--- src/shared/lqc_pkg.sv ---
// Package: constants for the latency and quad configuration register bank and its serial link
package lqc_pkg;
  // Configuration register addresses on the any-register commands
  localparam logic [23:0] ADDR_CFG_NV   = 24'h000002;
  localparam logic [23:0] ADDR_CFG_V    = 24'h070002;
  // Opcodes; only the write-any-register value is fixed, others are plain defaults
  localparam logic [7:0]  OP_WREN       = 8'h06;
  localparam logic [7:0]  OP_WR_ANY     = 8'h71;
  localparam logic [7:0]  OP_RD_ANY     = 8'h65;
  localparam logic [7:0]  OP_RDCFG1     = 8'h35;
  localparam logic [7:0]  OP_FAST_READ  = 8'h0b;
  // Field layout of the configuration byte
  localparam int          LAT_MSB       = 7;
  localparam int          LAT_LSB       = 4;
  localparam int          QUAD_BIT      = 1;
  localparam logic [7:0]  CFG_WMASK     = 8'hf2;
  localparam logic [7:0]  CFG_RESET     = 8'h00;
  // Idle levels of the synchronised device pins: sclk, cs_n, mosi, hw_reset_n
  localparam logic [3:0]  PIN_IDLE      = 4'h5;
  // Mode byte length in clock cycles per lane layout
  localparam logic [4:0]  MODE_CYC_1    = 5'h08;
  localparam logic [4:0]  MODE_CYC_2    = 5'h04;
  localparam logic [4:0]  MODE_CYC_4    = 5'h02;
  localparam logic [4:0]  MODE_CYC_DDR  = 5'h01;
  // Serial clock timing
  localparam int          CLK_PERIOD_NS = 50;
  localparam int          SCLK_HALF_NS  = 200;
  localparam int          SCLK_HALF_CYC = (SCLK_HALF_NS + CLK_PERIOD_NS - 1) / CLK_PERIOD_NS;
  // Controller register offsets
  localparam logic [3:0]  HREG_CTRL     = 4'h0;
  localparam logic [3:0]  HREG_ADDR     = 4'h4;
  localparam logic [3:0]  HREG_WDATA    = 4'h8;
  localparam logic [3:0]  HREG_RXDATA   = 4'hc;
  // Lane layout (command, address, data)
  typedef enum logic [1:0] {
    FMT_SINGLE,
    FMT_DUAL_ALL,
    FMT_QUAD_DATA,
    FMT_QUAD_ALL
  } lqc_fmt_t;
endpackage : lqc_pkg

--- src/shared/lqc_link.sv ---
// Interface: serial link between controller and configuration register bank
interface lqc_link;
  logic sclk;
  logic cs_n;
  logic mosi;
  logic miso;
  modport host (output sclk, output cs_n, output mosi, input miso);
  modport device (input sclk, input cs_n, input mosi, output miso);
endinterface : lqc_link

--- src/lqc_sync.sv ---
// Two-flop synchroniser for pin inputs
module lqc_sync #(
  parameter int           W    = 1,
  parameter logic [W-1:0] INIT = '0
) (
  input  wire logic         clk_sys,
  input  wire logic         nrst,
  input  wire logic [W-1:0] din,
  output logic      [W-1:0] dout
);
  logic [W-1:0] meta;

  // First stage feeds only the second stage
  always_ff @(posedge clk_sys or negedge nrst) begin
    if (!nrst) begin
      meta <= INIT;
      dout <= INIT;
    end else begin
      meta <= din;
      dout <= meta;
    end
  end
endmodule : lqc_sync

--- src/lqc_device.sv ---
// Device end: latency and quad configuration registers behind the serial link
module lqc_device
  import lqc_pkg::*;
(
  input  wire logic       clk_sys,
  input  wire logic       nrst,
  input  wire logic       hw_reset_n,
  input  wire logic       four_lane_protocol_mode,
  input  wire logic       two_lane_protocol_mode,
  input  wire logic       double_rate,
  input  wire logic [7:0] mem_rdata,
  lqc_link.device         link,
  output logic      [3:0] read_latency_code,
  output logic            quad_enable,
  output logic            write_enable_latch,
  output lqc_fmt_t        lane_fmt,
  output logic     [23:0] mem_addr
);
  typedef enum logic [2:0] {
    ST_CMD,
    ST_ADDR,
    ST_WDATA,
    ST_WAIT,
    ST_DATA,
    ST_IGNORE
  } lqc_dev_state_t;

  lqc_dev_state_t state;
  logic [3:0]     pins;
  logic           s_sclk;
  logic           s_cs_n;
  logic           s_mosi;
  logic           s_hwrst_n;
  logic           sclk_d;
  logic           cs_d;
  logic [4:0]     bitcnt;
  logic [4:0]     wait_cnt;
  logic [7:0]     opcode;
  logic [7:0]     shin;
  logic [23:0]    addr;
  logic [7:0]     out_shift;
  logic [7:0]     cfg_nv;
  logic [7:0]     cfg_v;
  logic           miso;

  // Link pins and hardware reset cross into clk_sys before anything looks at them
  // Reset value equals the idle pins, so no false edge or hardware reset follows reset
  lqc_sync #(.W(4), .INIT(PIN_IDLE)) u_sync (
    .clk_sys (clk_sys),
    .nrst    (nrst),
    .din     ({link.sclk, link.cs_n, link.mosi, hw_reset_n}),
    .dout    (pins)
  );
  assign {s_sclk, s_cs_n, s_mosi, s_hwrst_n} = pins;

  // Edge detection on the synchronised serial clock and select
  wire sel       = ~s_cs_n;
  wire rise      = sel & s_sclk & ~sclk_d;
  wire fall      = sel & ~s_sclk & sclk_d;
  wire cs_rise   = s_cs_n & ~cs_d;
  wire hw_rst    = ~s_hwrst_n;
  wire last_bit8 = (bitcnt == 5'd7);
  wire last_adr  = (bitcnt == 5'd23);
  wire [7:0]  next_shin = {shin[6:0], s_mosi};
  wire [23:0] next_addr = {addr[22:0], s_mosi};

  // Register decode; both addresses read the volatile copy
  wire        hit_nv    = (addr == ADDR_CFG_NV);
  wire        hit_v     = (addr == ADDR_CFG_V);
  wire        rd_hit    = (next_addr == ADDR_CFG_NV) || (next_addr == ADDR_CFG_V);
  wire [7:0]  cfg_rd    = cfg_v & CFG_WMASK;
  wire [7:0]  read_any_register_cmd_byte = rd_hit ? cfg_rd : 8'h00;
  wire        wr_ok     = rise && (state == ST_WDATA) && last_bit8 && write_enable_latch
                          && !hw_rst;
  wire        wr_nv     = wr_ok && hit_nv;
  wire        wr_v      = wr_ok && hit_v;
  wire [7:0]  cfg_wdata = next_shin & CFG_WMASK;

  // Mode byte length is one cycle at double rate, else follows the active lane layout; latency adds on top
  wire [4:0] mode_cyc =
    double_rate                ? MODE_CYC_DDR :
    (lane_fmt == FMT_QUAD_ALL) ? MODE_CYC_4 :
    (lane_fmt == FMT_DUAL_ALL) ? MODE_CYC_2 : MODE_CYC_1;
  wire [4:0] wait_total = mode_cyc + {1'b0, read_latency_code};

  // Settings are taken only from the volatile copy
  assign read_latency_code = cfg_v[LAT_MSB:LAT_LSB];
  assign quad_enable       = cfg_v[QUAD_BIT];
  assign lane_fmt =
    four_lane_protocol_mode ? FMT_QUAD_ALL :
    two_lane_protocol_mode  ? FMT_DUAL_ALL :
    quad_enable             ? FMT_QUAD_DATA : FMT_SINGLE;
  assign link.miso = miso;

  // Edge history for the synchronised pins
  always_ff @(posedge clk_sys or negedge nrst) begin
    if (!nrst) begin
      sclk_d <= 1'b0;
      cs_d   <= 1'b1;
    end else begin
      sclk_d <= s_sclk;
      cs_d   <= s_cs_n;
    end
  end

  // Non-volatile copy only survives hardware reset; nrst stands for power-up
  always_ff @(posedge clk_sys or negedge nrst) begin
    if (!nrst) begin
      cfg_nv <= CFG_RESET;
    end else if (wr_nv) begin
      cfg_nv <= cfg_wdata;
    end
  end

  // Volatile copy: reload on hardware reset, else take register writes
  always_ff @(posedge clk_sys or negedge nrst) begin
    if (!nrst) begin
      cfg_v <= CFG_RESET;
    end else if (hw_rst) begin
      cfg_v <= cfg_nv;
    end else if (wr_nv || wr_v) begin
      cfg_v <= cfg_wdata;
    end
  end

  // Write enable latch: set after enable command, cleared after register write
  always_ff @(posedge clk_sys or negedge nrst) begin
    if (!nrst) begin
      write_enable_latch <= 1'b0;
    end else if (hw_rst) begin
      write_enable_latch <= 1'b0;
    end else if (cs_rise && opcode == OP_WREN && state == ST_IGNORE) begin
      write_enable_latch <= 1'b1;
    end else if (cs_rise && opcode == OP_WR_ANY) begin
      write_enable_latch <= 1'b0;
    end
  end

  // Frame sequencer: samples on rising edges, shifts out on falling edges
  always_ff @(posedge clk_sys or negedge nrst) begin
    if (!nrst) begin
      state     <= ST_CMD;
      bitcnt    <= 5'd0;
      wait_cnt  <= 5'd0;
      opcode    <= 8'h00;
      shin      <= 8'h00;
      addr      <= 24'h0;
      out_shift <= 8'h00;
      miso      <= 1'b0;
      mem_addr  <= 24'h0;
    end else if (hw_rst || !sel) begin
      // Deselect ends the frame; opcode kept one cycle for the latch
      state  <= ST_CMD;
      bitcnt <= 5'd0;
      if (!cs_rise) begin
        opcode <= 8'h00;
      end
    end else if (rise) begin
      unique case (state)
        ST_CMD: begin
          shin   <= next_shin;
          bitcnt <= bitcnt + 5'd1;
          if (last_bit8) begin
            opcode <= next_shin;
            bitcnt <= 5'd0;
            if (next_shin == OP_WR_ANY || next_shin == OP_RD_ANY
                || next_shin == OP_FAST_READ) begin
              state <= ST_ADDR;
            end else if (next_shin == OP_RDCFG1) begin
              state     <= ST_DATA;
              out_shift <= cfg_rd;
            end else begin
              state <= ST_IGNORE;
            end
          end
        end
        ST_ADDR: begin
          addr   <= next_addr;
          bitcnt <= bitcnt + 5'd1;
          if (last_adr) begin
            bitcnt <= 5'd0;
            if (opcode == OP_WR_ANY) begin
              state <= ST_WDATA;
            end else if (opcode == OP_RD_ANY) begin
              state     <= ST_DATA;
              out_shift <= read_any_register_cmd_byte;
            end else begin
              state    <= ST_WAIT;
              wait_cnt <= wait_total;
              mem_addr <= next_addr;
            end
          end
        end
        ST_WDATA: begin
          shin   <= next_shin;
          bitcnt <= bitcnt + 5'd1;
          if (last_bit8) begin
            state <= ST_IGNORE;
          end
        end
        ST_WAIT: begin
          // One rising edge per dummy cycle, whatever the data rate
          wait_cnt <= wait_cnt - 5'd1;
          if (wait_cnt == 5'd1) begin
            state     <= ST_DATA;
            out_shift <= mem_rdata;
            mem_addr  <= mem_addr + 24'd1;
          end
        end
        ST_DATA, ST_IGNORE: begin
        end
      endcase
    end else if (fall && state == ST_DATA) begin
      miso      <= out_shift[7];
      out_shift <= {out_shift[6:0], 1'b0};
      bitcnt    <= bitcnt + 5'd1;
      if (last_bit8) begin
        // Register reads repeat the byte; memory reads stream onward
        bitcnt <= 5'd0;
        if (opcode == OP_FAST_READ) begin
          out_shift <= mem_rdata;
          mem_addr  <= mem_addr + 24'd1;
        end else if (opcode == OP_RD_ANY) begin
          out_shift <= (hit_nv || hit_v) ? cfg_rd : 8'h00;
        end else begin
          out_shift <= cfg_rd;
        end
      end
    end
  end
endmodule : lqc_device

--- src/flat_wrapper.sv ---
// flat-port wrapper written by rule: the top's interface ports become plain ports
module lqc_device_flat import lqc_pkg::*;
  (clk_sys, nrst, hw_reset_n, four_lane_protocol_mode, two_lane_protocol_mode, double_rate, mem_rdata, read_latency_code, quad_enable, write_enable_latch, lane_fmt, mem_addr, link_sclk, link_cs_n, link_mosi, link_miso);
  lqc_link link_i ();
  input  wire logic clk_sys;
  input  wire logic nrst;
  input  wire logic hw_reset_n;
  input  wire logic four_lane_protocol_mode;
  input  wire logic two_lane_protocol_mode;
  input  wire logic double_rate;
  input  wire logic [7:0] mem_rdata;
  output logic      [3:0] read_latency_code;
  output logic quad_enable;
  output logic write_enable_latch;
  output lqc_fmt_t lane_fmt;
  output logic     [23:0] mem_addr;
  input wire logic [$bits(link_i.sclk)-1:0] link_sclk;
  input wire logic [$bits(link_i.cs_n)-1:0] link_cs_n;
  input wire logic [$bits(link_i.mosi)-1:0] link_mosi;
  output wire logic [$bits(link_i.miso)-1:0] link_miso;
  assign link_i.sclk = link_sclk;
  assign link_i.cs_n = link_cs_n;
  assign link_i.mosi = link_mosi;
  assign link_miso = link_i.miso;
  lqc_device u_core (.clk_sys(clk_sys), .nrst(nrst), .hw_reset_n(hw_reset_n), .four_lane_protocol_mode(four_lane_protocol_mode), .two_lane_protocol_mode(two_lane_protocol_mode), .double_rate(double_rate), .mem_rdata(mem_rdata), .link(link_i), .read_latency_code(read_latency_code), .quad_enable(quad_enable), .write_enable_latch(write_enable_latch), .lane_fmt(lane_fmt), .mem_addr(mem_addr));
endmodule
--- config.mk ---
export PLATFORM = sky130hd
export DESIGN_NAME = lqc_device_flat
export DESIGN_NICKNAME = d
export VERILOG_FILES = /design/src/shared/lqc_pkg.sv /design/src/shared/lqc_link.sv /design/src/lqc_sync.sv /design/src/lqc_device.sv /design/src/flat_wrapper.sv
export SDC_FILE = /design/constraint.sdc
export NUM_CORES = 1
export LEC_CHECK = 0
export ABC_AREA = 1
export BUFFER_PORTS_ARGS = -buffer_cell sky130_fd_sc_hd__clkbuf_2
export CORE_MARGIN = 3
export CORE_UTILIZATION = 45
export DETAILED_ROUTE_END_ITERATION = 10
export GPL_ROUTABILITY_DRIVEN = 0
export MAX_ROUTING_LAYER = met4
export PLACE_DENSITY_LB_ADDON = 0.3
export SLEW_MARGIN = 0
export SYNTH_ARGS = -nofsm -noshare
export SYNTH_HDL_FRONTEND = slang
export SYNTH_SLANG_ARGS = --single-unit
--- constraint.sdc ---
create_clock -name clk_sys -period 4.4 [get_ports clk_sys]
set_clock_uncertainty 0.2 [all_clocks]
set_input_delay 0.88 -clock clk_sys [delete_from_list [all_inputs] [get_ports clk_sys]]
set_output_delay 0.88 -clock clk_sys [all_outputs]
set_load 0.02 [all_outputs]
# Word level (Yosys, flattened, before mapping)

Index checks and enable logic that the tools add are counted.

Bits in latches: 0
Bits in read-only memories: 0
Output and inout bits: 33
Bits in registers: 109
Bits of input ports: 17
Memories kept: 0
Word-level logic and storage cells: 172
Memory bits (writable): 0

Multipliers: 0
Shifts and indexed selects: 0
Equality and inequality tests: 43
Muxes and demuxes: 61
Add/subtract/negate cells: 4
Reduce and logical (&&, ||, !) cells: 36
$lt $le $gt $ge: 0
Div/mod/pow operators: 0
Bitwise logic cells: 12

Operators by type and width:

| kind                  | number |
|---|---|
| $mux 24               | 8 |
| $mux 8                | 21 |
| $mux 5                | 10 |
| $eq 24x19->1 const B  | 2 |
| $eq 24x2->1 const B   | 2 |
| $pmux 24 s2           | 1 |
| $eq 8x7->1 const B    | 4 |
| $mux 3                | 9 |
| $ne 3x3->1 const B    | 9 |
| $add 24x1->24 const B | 1 |
| $pmux 8 s3            | 1 |
| $eq 8x4->1 const B    | 2 |
| $pmux 5 s3            | 1 |
| $reduce_bool 2->1     | 7 |
| $ne 3x1->1 const B    | 4 |
| $pmux 3 s4            | 1 |
| $reduce_and 6->1      | 2 |
| $logic_and 1x1->1     | 10 |
| $pmux 5 s2            | 1 |
| $reduce_and 10->1     | 1 |
| $reduce_and 3->1      | 3 |
| $reduce_and 9->1      | 1 |
| $eq 8x3->1 const B    | 1 |
| $eq 8x6->1 const B    | 1 |
| other kinds (28)      | 53 |

# Depth between registers and ports, before layout

Gate-level depths: netlist (run 1).

Word-level depth: 12
Depth in mapped cells: 14

# Modules after synthesis

Synthesis (run 1) repeated with hierarchy kept, for this count alone.

Cell total of the unflattened synthesis: 919
Area total of the unflattened synthesis: 6546.3 um2

Modules (own cells, without submodules):

| module     | area each (um2) | cells an instance | seq. area each (um2) | times used |
|---|---|---|---|---|
| lqc_device | 6341.1          | 911               | 2453.6               | 1 |
| lqc_sync   | 205.2           | 8                 | 205.2                | 1 |

# Least setup slack after synthesis (run 1)

No wires, ideal clock.

Path type: input to output
Start point: in two_lane_protocol_mode
End point: out lane_fmt[1]
Stages on the path: 1
Path slack: 1.954 ns
Path buffers: 0
Arrival: 1.366 ns
Path through: o21ai_0

Cells in the longest elaborated chain, start to end: 2

RTL lines:

| what        | RTL line           | source |
|---|---|---|
| from (decl) | flat_wrapper.sv:9  | `input wire logic two_lane_protocol_mode;` |
| $mux 2      | lqc_device.sv:91   | `two_lane_protocol_mode ? FMT_DUAL_ALL :` |
| $mux 2      | lqc_device.sv:90   | `four_lane_protocol_mode ? FMT_QUAD_ALL :` |
| to (decl)   | flat_wrapper.sv:15 | `output lqc_fmt_t lane_fmt;` |

No other way between the ends.

# Final worst setup path (run 1)

Start point: reg u_core.u_sync.dout[0]
End point: reg u_core.mem_addr[19]

Cells in the longest elaborated chain, start to end: 4

RTL lines:

| what                       | RTL line          | source |
|---|---|---|
| from (decl)                | lqc_sync.sv:9     | `output logic [W-1:0] dout` |
| from (signal assigned)     | lqc_sync.sv:20    | `dout <= meta;` |
| $not 1->1                  | lqc_device.sv:61  | `wire hw_rst = ~s_hwrst_n;` |
| $logic_or 1x1->1           | lqc_device.sv:151 | `end else if (hw_rst \|\| !sel) begin` |
| $not 1->1 (no line)        | --                |  |
| $reduce_and 9->1 (no line) | --                |  |
| to (signal assigned)       | lqc_device.sv:190 | `mem_addr <= next_addr;` |
| to (signal assigned)       | lqc_device.sv:207 | `mem_addr <= mem_addr + 24'd1;` |
| to (signal assigned)       | lqc_device.sv:222 | `mem_addr <= mem_addr + 24'd1;` |
| to (decl)                  | lqc_device.sv:17  | `output logic [23:0] mem_addr` |

No other way between the ends.
A chain may end at the register's enable or synchronous reset.

==> results of run 1 <==
power by group through the flow:
stage	combinational, mW	sequential, mW	clock (mW)
2_1_floorplan	0.0724	1.03	0
3_3_place_gp	0.125	1.04	0
3_5_place_dp	0.126	1.04	0
4_1_cts	0.127	1.02	0.788
5_1_grt	0.144	1.02	0.829
6_report	0.125	1.02	0.769
state kept, by name, indices dropped and copies added (netlist names):
signal / cells
u_core.u_sync.meta: 4
u_core.state: 3
u_core.write_enable_latch: 1
u_core.sclk_d: 1
u_core.link.miso: 1
u_core.addr: 24
u_core.shin: 7
u_core.opcode: 8
u_core.out_shift: 8
u_core.mem_addr: 24
u_core.cs_d: 1
u_core.wait_cnt: 5
u_core.bitcnt: 5
u_core.u_sync.dout: 4
u_core.cfg_v: 5
u_core.cfg_nv: 5
kinds of logic (layout without fill, tap and decap cells):
| kind of cell | after synthesis | after routing |
|---|---|---|
| AO/OA/AOI/OAI | 134 | 134 |
| flip-flops | 106 | 106 |
| buffers and inverters | 141 | 190 |
| AND/OR/NAND/NOR | 528 | 528 |
| adder cells (fa/ha/maj) | 9 | 9 |
| XOR/XNOR | 8 | 8 |
| multiplexers | 1 | 1 |
path summary, 6_finish.rpt:
path	start	end	slack [ns]	cells after the start
max reg2reg	u_core.u_sync.dout[0]$_DFF_PN1_	u_core.mem_addr[19]$_DFFE_PN0P_	1.65	13
max in group asynchronous	nrst	u_core.u_sync.meta[0]$_DFF_PN1_	2.81	2
min reg2reg	u_core.u_sync.meta[1]$_DFF_PN0_	u_core.u_sync.dout[1]$_DFF_PN0_	0.15	0
min	u_core.u_sync.meta[1]$_DFF_PN0_	u_core.u_sync.dout[1]$_DFF_PN0_	0.15	0
max	u_core.u_sync.dout[0]$_DFF_PN1_	u_core.mem_addr[19]$_DFFE_PN0P_	1.65	13
min in group asynchronous	nrst	u_core.cfg_nv[6]$_DFFE_PN0P_	0.43	1
area by class of cell:
| type | instances | area (µm²) |
|---|---|---|
| fillers | 1369 | 6490 |
| multi-input cells | 680 | 3160 |
| flip-flops and latches | 106 | 2660 |
| inverters | 121 | 459 |
| repair buffers | 53 | 290 |
| clock buffers | 10 | 229 |
| well taps | 176 | 220 |
| clock inverters | 6 | 48.8 |
cell usage in the layout (no fill, tap or decap), types with 5 or more instances in the layout:
master	netlist	final
nand2_1	318	318
a21oi_1	21	21
ha_1	8	8
nand4_1	18	18
nor2_1	83	83
dfrtp_1	101	101
nor3_1	16	16
nand3_1	67	67
inv_1	114	114
xor2_1	8	8
nand2_2	8	8
dfstp_2	5	5
clkbuf_2	0	48
o21ai_0	97	97
clkbuf_16	0	9
through the flow:
stage / std cells / worst slack, ns
floorplan: 927 / 1.95
global placement: 1136 / 1.73
detailed placement: 1136 / 1.66
CTS: 1152 / 1.66
global route: 1152 / 1.36
finish: 1152 / 1.65
metal layers:
metal	share of wire, %	wire length [µm]	global-route usage (%)
met4	1.7	285	5.80
met3	6.2	1050	5.20
met1	48	8050	31.8
met5	0	0	-
met2	44	7380	31.9
==> flow_summary_export.csv, run 1 <==
group,metric,value,unit
critical_path,crit_fanout,20,
pwr,power.total,1.91,mW
logic_synthesis,synth-simple-area-share,35.3,%
pwr,power.switching,0.490,mW
timing,setup_tns,0,ns
drt,dr.pass1.iters,5,
logic_synthesis,synth_top_flop_cell,"dfrtp_1",
pwr,p_comb_share,6.5,%
clocking,cts_tree,"built",
logic_synthesis,ys_warn_count,0,
pwr,ir_worst_vdd,173,µV
finish,drive_gt1_share,10.2,%
die,core_region_area,13600,µm²
logic_synthesis,synth_area_leader_cell,"dfrtp_1",
finish,syn_to_final_growth,10.6,%
global_routing,track_usage,22.2,%
pwr,swShare,25.6,%
critical_path,path_cells,"inv_2, nor2_4, inv_4, nor2_8, nand2_1, nand2_2, inv_2, nor2_4, nand2_2, inv_1, nand2_1, nand2_1, inv_1",
placed_design,port-buffer-count,49,
placed_design,placed_area,6790,µm²
logic_synthesis,synth_edf_count,0,
logic_synthesis,syn_avg_cell_area,6.89,µm²
critical_path,crit_top_cell,"nand2_1",
critical_path,worstSetupEndpointType,"flop",
global_routing,antenna_found_initial,0,
clocking,cts_inserted_buffers,9,
critical_path,cp_slowest_cell,"dfstp_2",
timing,fmax,364,MHz
timing,relSlewSlack,41.1,%
logic_synthesis,synthArstFlopShare,100,%
clocking,cts_hold_buf,0,
logic_synthesis,synth_nets,953,
pwr,power.share.sequential,53.2,%
timing,period_needed,2.75,ns
die,ioPinCount,50,
logic_synthesis,synth-seq-cells,106,
clocking,post_cts_buffers,0,
drt,drc_errors,0,
timing,hold_viol,0,
logic_synthesis,synth_fa_ha_area_share,1.88,%
die,num_rows,42,
critical_path,worst-path-buf-inv,5,
global_routing,grt_max_degree,67,
global_routing,grt_pass1_vias,5549,
pwr,p_clk_share,40.2,%
drt,num_vias,6100,
global_routing,grt_overflow_total,0,
critical_path,cp-start-kind,"flop",
logic_synthesis,synth_mux_area_share,0.176,%
logic_synthesis,ys_seq_area_share,41.7,%
drt,wl,16.8,mm
finish,finalInstanceArea,7060,µm²
finish,antennaDiodeCount,0,
clocking,path_clk_slew,0.07,ns
timing,finalCritPeriodShare,62.5,%
logic_synthesis,synth_area,6380,µm²
clocking,clock-sinks,106,
logic_synthesis,synth_top_family_by_area,"simple AND/OR/NAND/NOR gates",
clocking,htree_levels,3,
critical_path,worstPathArrival,2.80,ns
die,dieArea,15700,µm²
drt,drt_iter0_markers,566,
logic_synthesis,postSynthCellCount,927,
timing,hold_slack,0.150,ns
drt,viasPerCell,5.30,
clocking,clkLatencyLatePin,0.36,ns
timing,setup_viol,0,
pwr,intPower,1.42,mW
critical_path,cpLargestDelayFamily,"simple AND/OR/NAND/NOR gates",
logic_synthesis,synth-compound-area-share,11.0,%
timing,worst_pin_slew,0.884,ns
global_routing,grt_pass1_wl,27.9,mm
logic_synthesis,synth_top_area_share,39.6,%
finish,finalCoreUtilization,52.1,%
die,die_w,125,µm
logic_synthesis,synthTopCellsByArea,"dfrtp_1, nand2_1, o21ai_0, inv_1, nand3_1",
finish,nets,997,
critical_path,required,4.45,ns
timing,grt_setup_unrepaired,"false",
pwr,power.density,270,nW/µm²
logic_synthesis,synth_commonest_cells,"nand2_1, inv_1, dfrtp_1",
placed_design,hpwl,12.6,mm
clocking,post_cts_resized,0,
clocking,cts_buffer_depth,2,
hold_path,hp-class,"flop to flop",
job,drv_cap,0,
outcome,status,"finished clean",
drt,antenna_left,0,
logic_synthesis,synth_xor_area_share,1.10,%
die,die_h,125,µm
critical_path,slowest_delay,0.58,ns
pwr,p_leak,3.44,nW
logic_synthesis,ys_types,42,
timing,drv_slew,0,
die,start_util,47.1,%
critical_path,crit_type,"flop to flop",
drt,routedWlPerCell,14.5,µm
logic_synthesis,yosysMostFrequentCell,"nand2_1",
clocking,cts_root_buf,"clkbuf_16",
No activity file was read; power rests on OpenSTA's default activity.
==> run 2: changes to the inputs <==
==> constraint.sdc (replaced) <==
create_clock -name clk_sys -period 2.3 [get_ports clk_sys]
set_clock_uncertainty 0.2 [all_clocks]
set_input_delay 0.46 -clock clk_sys [delete_from_list [all_inputs] [get_ports clk_sys]]
set_output_delay 0.46 -clock clk_sys [all_outputs]
set_load 0.02 [all_outputs]
==> flow_summary_export.csv, run 2 (same netlist as run 1, synthesis figures left out) <==
group,metric,value,unit
outcome,status,"finished clean",
clocking,cts_inserted_buffers,9,
global_routing,grt_pass1_wl,28.9,mm
pwr,p_leak,3.68,nW
clocking,path_clk_slew,0.07,ns
global_routing,grt_pass1_vias,5680,
die,core_region_area,13600,µm²
finish,drive_gt1_share,14.5,%
drt,viasPerCell,5.28,
critical_path,worstSetupEndpointType,"flop",
job,drv_cap,0,
placed_design,place_ws,0.0470,ns
pwr,power.density,524,nW/µm²
timing,worst_pin_slew,0.501,ns
global_routing,antenna_found_initial,0,
drt,wl,17.4,mm
finish,antennaDiodeCount,0,
drt,drt_iter0_markers,700,
timing,relSlewSlack,66.6,%
critical_path,cp-start-kind,"flop",
placed_design,hpwl,13.2,mm
die,die_h,125,µm
hold_path,hp-class,"flop to flop",
clocking,clock-sinks,106,
critical_path,required,2.35,ns
pwr,power.total,3.96,mW
clocking,cts_tree,"built",
critical_path,crit_type,"flop to flop",
placed_design,port-buffer-count,49,
drt,antenna_left,0,
timing,fmax,466,MHz
clocking,cts_root_buf,"clkbuf_16",
finish,nets,1038,
timing,worst_slack,0.152,ns
clocking,cts_buffer_depth,2,
clocking,htree_levels,3,
clocking,clkLatencyLatePin,0.36,ns
die,ioPinCount,50,
drt,drc_errors,0,
timing,setup_viol,0,
finish,final_common_cell,"nand2_1",
critical_path,crit_fanout,11,
timing,finalCritPeriodShare,93.4,%
global_routing,track_usage,23.3,%
timing,hold_slack,0.150,ns
pwr,ir_worst_vdd,355,µV
drt,num_vias,6302,
global_routing,grt_max_degree,49,
drt,dr.pass1.iters,6,
timing,hold_viol,0,
die,num_rows,42,
drt,routedWlPerCell,14.6,µm
die,dieArea,15700,µm²
die,start_util,47.1,%
timing,grt_setup_unrepaired,"true",
finish,final_cell_mix,"nand2_1, inv_1, dfrtp_1, o21ai_0, nor2_1",
finish,largestRegisters,"u_core.addr x24, u_core.mem_addr x24",
global_routing,grt_overflow_total,0,
critical_path,worstPathArrival,2.20,ns
die,die_w,125,µm
finish,syn_to_final_growth,18.4,%
timing,drv_slew,0,
timing,period_needed,2.15,ns
[run 2: where the power goes]
group | total [mW] | leakage [nW] | internal, mW | switching, mW
clock | 1.73 | 0.160 | 0.996 | 0.736
combinational | 0.290 | 2.14 | 0.101 | 0.189
sequential | 1.94 | 1.38 | 1.90 | 0.0380
[run 2: final timing paths]
path,start,endpoint,slack [ns],cells past startpoint
setup / recovery,u_core.bitcnt[0]$_DFFE_PN0P_,u_core.mem_addr[21]$_DFFE_PN0P_,0.15,11
min in group asynchronous,nrst,u_core.shin[5]$_DFFE_PN0P_,0.41,2
setup reg to reg,u_core.bitcnt[0]$_DFFE_PN0P_,u_core.mem_addr[21]$_DFFE_PN0P_,0.15,11
hold / removal,u_core.u_sync.meta[1]$_DFF_PN0_,u_core.u_sync.dout[1]$_DFF_PN0_,0.15,0
hold reg to reg,u_core.u_sync.meta[1]$_DFF_PN0_,u_core.u_sync.dout[1]$_DFF_PN0_,0.15,0
max in group asynchronous,nrst,u_core.mem_addr[12]$_DFFE_PN0P_,0.94,3
[run 2: layout make-up]
| class | instances | area [µm²] |
|---|---|---|
| Sequential cell | 106 | 2660 |
| Fill cell | 1341 | 6000 |
| Clock buffer | 10 | 239 |
| Inverter | 121 | 467 |
| Timing Repair inverter | 1 | 5.00 |
| Multi-Input combinational cell | 680 | 3210 |
| Tap cell | 176 | 220 |
| Timing Repair Buffer | 93 | 666 |
| Clock inverter | 6 | 93.8 |
[run 2: timing repair]
item                                    CTS  global route
endpoints found under the hold margin    32             0
setup buffers                             0             2
hold buffers                              5             0
endpoints found under the setup margin    0            27
gates resized for setup                   0            14
[run 2: critical path, stage by stage (launching register included)]
cell        delay [ns]
dfrtp_1           0.41
ha_2              0.20
nand2_2           0.12
nor2_1            0.05
nand2_1           0.10
a21oi_1           0.07
nand2_1           0.16
nand2_1           0.14
nand2_4           0.12
clkinvlp_4        0.24
nand3_1           0.17
nand2_1           0.06
[run 2: metrics by stage]
stage	TNS, ns	util (%)	instances	cell area, µm²
6_report	0	55.7	1193	7560
5_1_grt	-0.0148	55.7	1193	7560
4_1_cts	0	55.2	1190	7480
3_5_place_dp	0	52.3	1169	7100
3_3_place_gp	0	52.3	1169	7100
2_1_floorplan	0	-	927	6380
[run 2: per-layer routing]
layer,track usage [%],vias to the layer above,share of wire (%)
li1,-,3134,-
met1,33.3,2900,46
met2,34.3,232,45
met3,4.65,36,6.7
met4,5.74,0,2.3
met5,-,-,0
